--- config.mk ---
export PLATFORM = sky130hd
export DESIGN_NAME = gpp_top
export DESIGN_NICKNAME = d
export VERILOG_FILES = /design/src/gpp_pkg.sv /design/src/gpp_top.sv
export VERILOG_INCLUDE_DIRS = /design/src
export SDC_FILE = /design/constraint.sdc
export NUM_CORES = 1
export LEC_CHECK = 0
export ABC_AREA = 1
export BUFFER_PORTS_ARGS = -buffer_cell sky130_fd_sc_hd__clkbuf_2
export CORE_UTILIZATION = 58
export DETAILED_ROUTE_END_ITERATION = 8
export PLACE_DENSITY = 0.81
export SLEW_MARGIN = 25
export SYNTH_ARGS = -nofsm -noshare
export SYNTH_HDL_FRONTEND = slang
export SYNTH_SLANG_ARGS = --single-unit
--- constraint.sdc ---
create_clock -name clk -period 2.6 [get_ports clk]
set_clock_uncertainty 0.2 [all_clocks]
set_input_delay 0.39 -clock clk [delete_from_list [all_inputs] [get_ports clk]]
set_output_delay 0.39 -clock clk [all_outputs]
set_load 0.05 [all_outputs]
--- src/gpp_cfg.svh ---
`ifndef GPP_CFG_SVH
`define GPP_CFG_SVH

// Register offsets
`define GPP_OFS_INPUT_IRQ_FLAG        8'h13
`define GPP_OFS_ROW_PULL_SELECT_HI    8'h1a
`define GPP_OFS_COL_PULL_SELECT_LO    8'h1b
`define GPP_OFS_COL_PULL_SELECT_MID   8'h1c
`define GPP_OFS_COL_PULL_SELECT_HI    8'h1d
`define GPP_OFS_INPUT_IRQ_POLARITY_LO 8'h1e

// Reset values
`define GPP_RST_ROW_PULL_SELECT_HI    8'h00
`define GPP_RST_COL_PULL_SELECT_LO    8'h00
`define GPP_RST_COL_PULL_SELECT_MID   8'h00
`define GPP_RST_COL_PULL_SELECT_HI    8'h00
`define GPP_RST_INPUT_IRQ_POLARITY_LO 8'h00
`define GPP_RST_INPUT_IRQ_FLAG        8'h00

// Pull-select codes
`define GPP_PULL_UP_WEAK              2'h0
`define GPP_PULL_DOWN                 2'h1
`define GPP_PULL_UP_STRONG            2'h2
`define GPP_PULL_NONE                 2'h3

// Field layout
`define GPP_FIELD_W                   2
`define GPP_FIELDS_PER_REG            4
`define GPP_COL_HI_FIELDS             3
`define GPP_COL_HI_USED_MASK          8'h3f

`endif

--- src/gpp_pkg.sv ---
package gpp_pkg;

   typedef logic [1:0] gpp_pull_sel_t;

   // One bit per on-chip resistor of a pin
   typedef struct packed {
      logic weak_pull_up;
      logic pull_down;
      logic strong_pull_up;
   } gpp_pull_en_s;

   // One register access from the serial host interface
   typedef struct packed {
      logic       wr;
      logic       rd;
      logic [7:0] addr;
      logic [7:0] wdata;
   } gpp_reg_req_s;

endpackage

--- src/gpp_top.sv ---
`timescale 1ns/1ns
`include "gpp_cfg.svh"

// Behaviour
// - Code 00: weak pull-up only
// - Code 01: pull-down only
// - Code 10: strong pull-up only
// - Code 11: all pulls off
// - Row register: rows 7..4, two bits each
// - Column low register: columns 3..0
// - Column middle register: columns 7..4
// - Column high register: columns 10..8, top reserved
// - Polarity register: inputs 8..1, bit each
// - Polarity 0: low level sets flag
// - Polarity 1: high level sets flag
// - Flag reads 1, cleared by read once its level has gone
// - Event-routed input never sets level flag
module gpp_top #(
   parameter int NUM_INPUTS = 8,
   parameter int NUM_ROWS   = 4,
   parameter int NUM_COLS   = 11
) (
   input  wire logic                                  clk,
   input  wire logic                                  sys_rst,
   input  wire gpp_pkg::gpp_reg_req_s                 reg_req,
   output logic [7:0]                                 reg_rdata,
   input  wire logic [NUM_INPUTS-1:0]                 input_pin,
   input  wire logic [NUM_INPUTS-1:0]                 input_event_en,
   output gpp_pkg::gpp_pull_en_s [NUM_ROWS-1:0]       row_pull_en,
   output gpp_pkg::gpp_pull_en_s [NUM_COLS-1:0]       col_pull_en,
   output logic                                       input_level_irq
);

   // Turns one select field into the three resistor enables
   // At most one resistor is enabled, so the two pull-ups never fight
   function automatic gpp_pkg::gpp_pull_en_s pull_decode(input gpp_pkg::gpp_pull_sel_t sel);
      gpp_pkg::gpp_pull_en_s en;
      en = '0;
      unique case (sel)
         `GPP_PULL_UP_WEAK:   en.weak_pull_up   = 1'b1;
         `GPP_PULL_DOWN:      en.pull_down      = 1'b1;
         `GPP_PULL_UP_STRONG: en.strong_pull_up = 1'b1;
         `GPP_PULL_NONE:      en                = '0;
      endcase
      return en;
   endfunction

   // Register file
   logic [7:0]                  row_pull_select_hi;
   logic [7:0]                  col_pull_select_lo;
   logic [7:0]                  col_pull_select_mid;
   logic [7:0]                  col_pull_select_hi;
   logic [7:0]                  input_irq_polarity_lo;
   // Level flags, one per general input; bit 0 is input 1
   logic [NUM_INPUTS-1:0]       input_irq_flag;
   logic [NUM_INPUTS-1:0]       next_input_irq_flag;

   // Input synchroniser
   logic [NUM_INPUTS-1:0]       pin_meta;
   logic [NUM_INPUTS-1:0]       pin_sync;

   // Address decode
   // The flag register has no write decode, so writes to it are dropped
   wire                         hit_row_hi   = reg_req.addr == `GPP_OFS_ROW_PULL_SELECT_HI;
   wire                         hit_col_lo   = reg_req.addr == `GPP_OFS_COL_PULL_SELECT_LO;
   wire                         hit_col_mid  = reg_req.addr == `GPP_OFS_COL_PULL_SELECT_MID;
   wire                         hit_col_hi   = reg_req.addr == `GPP_OFS_COL_PULL_SELECT_HI;
   wire                         hit_polarity = reg_req.addr == `GPP_OFS_INPUT_IRQ_POLARITY_LO;
   wire                         hit_flag     = reg_req.addr == `GPP_OFS_INPUT_IRQ_FLAG;

   wire                         wr_row_hi    = reg_req.wr & hit_row_hi;
   wire                         wr_col_lo    = reg_req.wr & hit_col_lo;
   wire                         wr_col_mid   = reg_req.wr & hit_col_mid;
   wire                         wr_col_hi    = reg_req.wr & hit_col_hi;
   wire                         wr_polarity  = reg_req.wr & hit_polarity;
   wire                         rd_flag      = reg_req.rd & hit_flag;

   // Pin level that asserts each input's flag
   wire [NUM_INPUTS-1:0]        level_active =
      ~(pin_sync ^ input_irq_polarity_lo[NUM_INPUTS-1:0]);

   // Inputs handed to the event queue do not raise the level flag
   wire [NUM_INPUTS-1:0]        flag_set     = level_active & ~input_event_en;

   // Set wins over the clear-on-read so no level is lost in the read cycle
   // A flag whose level has gone away stays set until the host reads it
   assign next_input_irq_flag = flag_set | (rd_flag ? '0 : input_irq_flag);

   // Read mux; unmapped offsets read zero
   // A read and a write in one cycle both act; the read returns the old byte
   logic [7:0]                  read_mux;
   always_comb begin
      read_mux = 8'h00;
      if (hit_row_hi) begin
         read_mux = row_pull_select_hi;
      end else if (hit_col_lo) begin
         read_mux = col_pull_select_lo;
      end else if (hit_col_mid) begin
         read_mux = col_pull_select_mid;
      end else if (hit_col_hi) begin
         read_mux = col_pull_select_hi & `GPP_COL_HI_USED_MASK;
      end else if (hit_polarity) begin
         read_mux = input_irq_polarity_lo;
      end else if (hit_flag) begin
         read_mux = 8'(input_irq_flag);
      end
   end

   // Pins come from outside the clock domain
   // Reset to the pulled-up idle level so no false low is flagged after reset
   always_ff @(posedge clk) begin
      if (sys_rst) begin
         pin_meta <= '1;
         pin_sync <= '1;
      end else begin
         pin_meta <= input_pin;
         pin_sync <= pin_meta;
      end
   end

   // One process per register, so a write strobe touches exactly one byte
   always_ff @(posedge clk) begin
      if (sys_rst) begin
         row_pull_select_hi <= `GPP_RST_ROW_PULL_SELECT_HI;
      end else if (wr_row_hi) begin
         row_pull_select_hi <= reg_req.wdata;
      end
   end

   always_ff @(posedge clk) begin
      if (sys_rst) begin
         col_pull_select_lo <= `GPP_RST_COL_PULL_SELECT_LO;
      end else if (wr_col_lo) begin
         col_pull_select_lo <= reg_req.wdata;
      end
   end

   always_ff @(posedge clk) begin
      if (sys_rst) begin
         col_pull_select_mid <= `GPP_RST_COL_PULL_SELECT_MID;
      end else if (wr_col_mid) begin
         col_pull_select_mid <= reg_req.wdata;
      end
   end

   // Reserved top pair never stores a written one
   always_ff @(posedge clk) begin
      if (sys_rst) begin
         col_pull_select_hi <= `GPP_RST_COL_PULL_SELECT_HI;
      end else if (wr_col_hi) begin
         col_pull_select_hi <= reg_req.wdata & `GPP_COL_HI_USED_MASK;
      end
   end

   // A new polarity acts on the next edge; flags already set stay set
   always_ff @(posedge clk) begin
      if (sys_rst) begin
         input_irq_polarity_lo <= `GPP_RST_INPUT_IRQ_POLARITY_LO;
      end else if (wr_polarity) begin
         input_irq_polarity_lo <= reg_req.wdata;
      end
   end

   always_ff @(posedge clk) begin
      if (sys_rst) begin
         input_irq_flag <= NUM_INPUTS'(`GPP_RST_INPUT_IRQ_FLAG);
      end else begin
         input_irq_flag <= next_input_irq_flag;
      end
   end

   // Read data is held until the next read strobe
   always_ff @(posedge clk) begin
      if (sys_rst) begin
         reg_rdata <= 8'h00;
      end else if (reg_req.rd) begin
         reg_rdata <= read_mux;
      end
   end

   // Built from the next flag value so the request leaves one edge sooner
   always_ff @(posedge clk) begin
      if (sys_rst) begin
         input_level_irq <= 1'b0;
      end else begin
         input_level_irq <= |next_input_irq_flag;
      end
   end

   // Pull enables are registered so the pad controls never glitch on a write
   logic [4*`GPP_FIELD_W-1:0]                 row_fields;
   logic [11*`GPP_FIELD_W-1:0]                col_fields;
   wire gpp_pkg::gpp_pull_en_s [NUM_ROWS-1:0] next_row_pull_en;
   wire gpp_pkg::gpp_pull_en_s [NUM_COLS-1:0] next_col_pull_en;

   assign row_fields = row_pull_select_hi;
   // Reserved pair of the column high register stays out of the field map
   assign col_fields = {col_pull_select_hi[5:0],
                        col_pull_select_mid,
                        col_pull_select_lo};

   // Index 0 of each output is the lowest pin of its register
   for (genvar r = 0; r < NUM_ROWS; r++) begin : g_row
      assign next_row_pull_en[r] = pull_decode(row_fields[r*`GPP_FIELD_W +: `GPP_FIELD_W]);
   end

   for (genvar c = 0; c < NUM_COLS; c++) begin : g_col
      assign next_col_pull_en[c] = pull_decode(col_fields[c*`GPP_FIELD_W +: `GPP_FIELD_W]);
   end

   // Reset leaves every pin on the weak pull-up so open keypad lines read high
   always_ff @(posedge clk) begin
      if (sys_rst) begin
         row_pull_en <= {NUM_ROWS{pull_decode(`GPP_PULL_UP_WEAK)}};
         col_pull_en <= {NUM_COLS{pull_decode(`GPP_PULL_UP_WEAK)}};
      end else begin
         row_pull_en <= next_row_pull_en;
         col_pull_en <= next_col_pull_en;
      end
   end

endmodule

==> results.md <==
- Grt total ovfl: 0
- Placer Congestion: 0.899
- Peak supply drop: 0.533 mV
- Largest family of logic cells by synthesized area: simple AND/OR/NAND/NOR gates
- WP buf/inv: 3
- Final Cycle Share: 69.4%
- Resized Gates After CTS: 0
- CTS tree: built
- Clk sink count: 116
- Post-Route WL: 10600 um
- MaxCap Viol Count: 0
- Post-synthesis mux area share: 0%
- Synth Area per Inst: 8.27 um2
- Synth Cell Area: 4250 um2
- Nets: 654
- Max Clk Rate: 0.554 GHz
- Worst min path class: input port to flip-flop
- Most common cell on crit path: inv_1
- Full die area: 7680 um2
- Ys Warns: 0
- DR pass1 iterations: 7
- Synth Area in Simple Gates: 21.9%
- XOR/XNOR Fraction of Synth Area: 0%
- Chip Width: 87.6 um
- Dpl cells: 679
- Slew Viols, Final: 0
- Layout cells sized above 1: 24.0%
- First-pass GRT wire length: 17100 um
- Syn Nets: 550
- Reg clk slew, reported paths: 0.05 ns
- Slew margin rel.: 61.0%
- Hold Vio Cnt, Final: 0
- Clock root buffer: clkbuf_8
- Longest Clk Path Bufs: 2
- Adder-cell share of the synthesized area: 0%
- Total number of vias: 3901
- Commonest cells after routing, fill and taps aside: dfxtp_1 (116), clkbuf_2 (89), nand2_1 (72), o21ai_0 (63), a21oi_1 (60)
- EDFF count, synth: 0
- Max stage delay cell, worst path: nor2_2
- Ys flop type: dfxtp_1
- Slowest stage delay, CP: 0.54 ns
- Setup TNS Final: 0 ns
- Worst skew pair latency: 0.52 ns
- Initial antenna violation count: 0
- Initial Util: 61.2%
- Ys async rst share: 0%
- Detailed placement HPWL: 6810 um
- Diodes inserted: 0
- Setup Fix Bufs, Post-CTS: 0
- Final setup viols: 0
- Rows: 30
- Area leader, netlist: dfxtp_1
- CTS Hold Bufs: 16
- Share of the synthesized area in the top cell type: 54.6%
- RSZ-0062 raised after global routing: no
- GRT met2 Usage: 47.7%
- # DRC: 0
- CP arrival: 2.05 ns
- Tmin final: 1.80 ns
- WL per Instance: 14.6 um
- DR vias/cell: 5.38
- LEAKAGE: 2.43 nW
- PortBufs: 89
- Worst setup EP type: flip-flop
- Critical path peak fanout: 16
- Die Ht: 87.6 um
- Number of I/O pins: 90
- Crit start category: input port
- M1 GR Usage: 37.4%
- P per Cell Area: 789 nW/um2
- Num CTS Buffers: 17
- Top post-synthesis cells by area: dfxtp_1 (55%), o21ai_0 (7.4%), a21oi_1 (7.1%)
- Drt initial violations: 356
- Most common cell after layout, fill and taps aside: dfxtp_1
- Synth cell types: 27
- Layout area overhead: 28.9%
- Crit path kind: input port to flip-flop
- Sequential fraction of the synthesis area: 54.6%
- Largest net degree at the start of global routing: 70
- Result of the run: finished clean
- Synth Register Bits: 116
- Compound-cell area share of the yosys netlist: 16.2%
- Fill count: 465
- Antenna Nets Post-Route: 0
- H-tree depth: 4
- Synthesized instance count: 514
- Crit-path cells: clkbuf_2 -> inv_1 -> nand2_2 -> inv_1 -> nand4_1 -> nor2_2 -> o21ai_0 -> a21oi_1
- Worst slew pin tran: 0.580 ns
- Critical path data required time: 2.84 ns
- GRT Util Overall: 29.6%
- Layer with the highest usage: met2
- Final Non-Filler Cells: 725
- Core area: 6940 um2
- Vias in the first global route: 3663
- GR Util met3: 7.16%
- Largest delay contributor family on the critical path: simple AND/OR/NAND/NOR gates
## sequential cells by signal (all words and copies together), names as in the netlist, 8 cells and up
signal / flops
pin_meta: 8
col_pull_select_lo: 8
col_pull_select_mid: 8
reg_rdata: 8
pin_sync: 8
input_irq_flag: 8
row_fields: 8
row_pull_en: 12
input_irq_polarity_lo: 8
col_pull_en: 33
## synth_stat cells, types with 4 or more instances
master and number:
dfxtp_1 116, inv_1 48, o21ai_0 63, nor3_1 14
nand3_1 32, o21ai_1 4, nand2_1 72, nor2_1 45
or2_2 16, buf_2 4, clkbuf_1 12, a21oi_1 60
o2111ai_1 6
## metrics by stage
| step | hold slack, ns | setup slack (ns) | util (%) | power, mW | area (um2) |
|---|---|---|---|---|---|
| 5_1_grt | 0.0294 | 0.585 | 78.9 | 4.43 | 5480 |
| 3_5_place_dp | 0.192 | 0.317 | 68.1 | 2.01 | 4730 |
| 6_report | 0.0114 | 0.795 | 78.9 | 4.32 | 5480 |
| 4_1_cts | 0.00544 | 0.826 | 78.9 | 4.32 | 5480 |
| 2_1_floorplan | 0.189 | 0.992 | - | 1.95 | 4250 |
| 3_3_place_gp | 0.190 | 0.501 | 68.1 | 2.01 | 4730 |
## per-layer routing
metal  routed length [um]  up-vias
met2                 4980      194
met5                    0        -
met3                  816       36
met1                 4470     1772
met4                  301        0
li1                     -     1899
## report_power, final
group          internal [mW]  leakage (nW)  switching, mW
clock network           1.56         0.289          0.761
registers               1.80         0.940        0.00831
logic                 0.0706          1.20          0.123
total                   3.43          2.43          0.892
## area by class of cell
| class | instances | area (um2) | share of cell area, % |
|---|---|---|---|
| sequential | 116 | 2320 | 42.4 |
| multi-input combinational | 326 | 1620 | 29.6 |
| timing repair buffer | 108 | 641 | 11.7 |
| clock buffer | 19 | 432 | 7.88 |
| inverter | 49 | 184 | 3.36 |
| clock inverter | 11 | 160 | 2.92 |
| tap | 96 | 120 | 2.19 |
## worst min-delay path: stages
cell      delay, ns
clkbuf_2       0.11
o21ai_0        0.08
a21oi_1        0.10
## cell families after synthesis
kind of cell | count (synthesis)
AND/OR/NAND/NOR | 193
flip-flops | 116
buffers and inverters | 72
AO/OA/AOI/OAI | 133
## worst paths after layout
check / start / endpoint / slack, ns / cells after the start
setup / recovery: reg_req[10] / row_fields[2] / 0.80 / 8
hold reg to reg: pin_meta[1] / pin_sync[1] / 0.21 / 1
hold / removal: reg_req[4] / input_irq_polarity_lo[4] / 0.01 / 3
setup reg to reg: input_irq_polarity_lo[1] / input_level_irq / 1.22 / 7
Power figures use the tool's default switching activity.
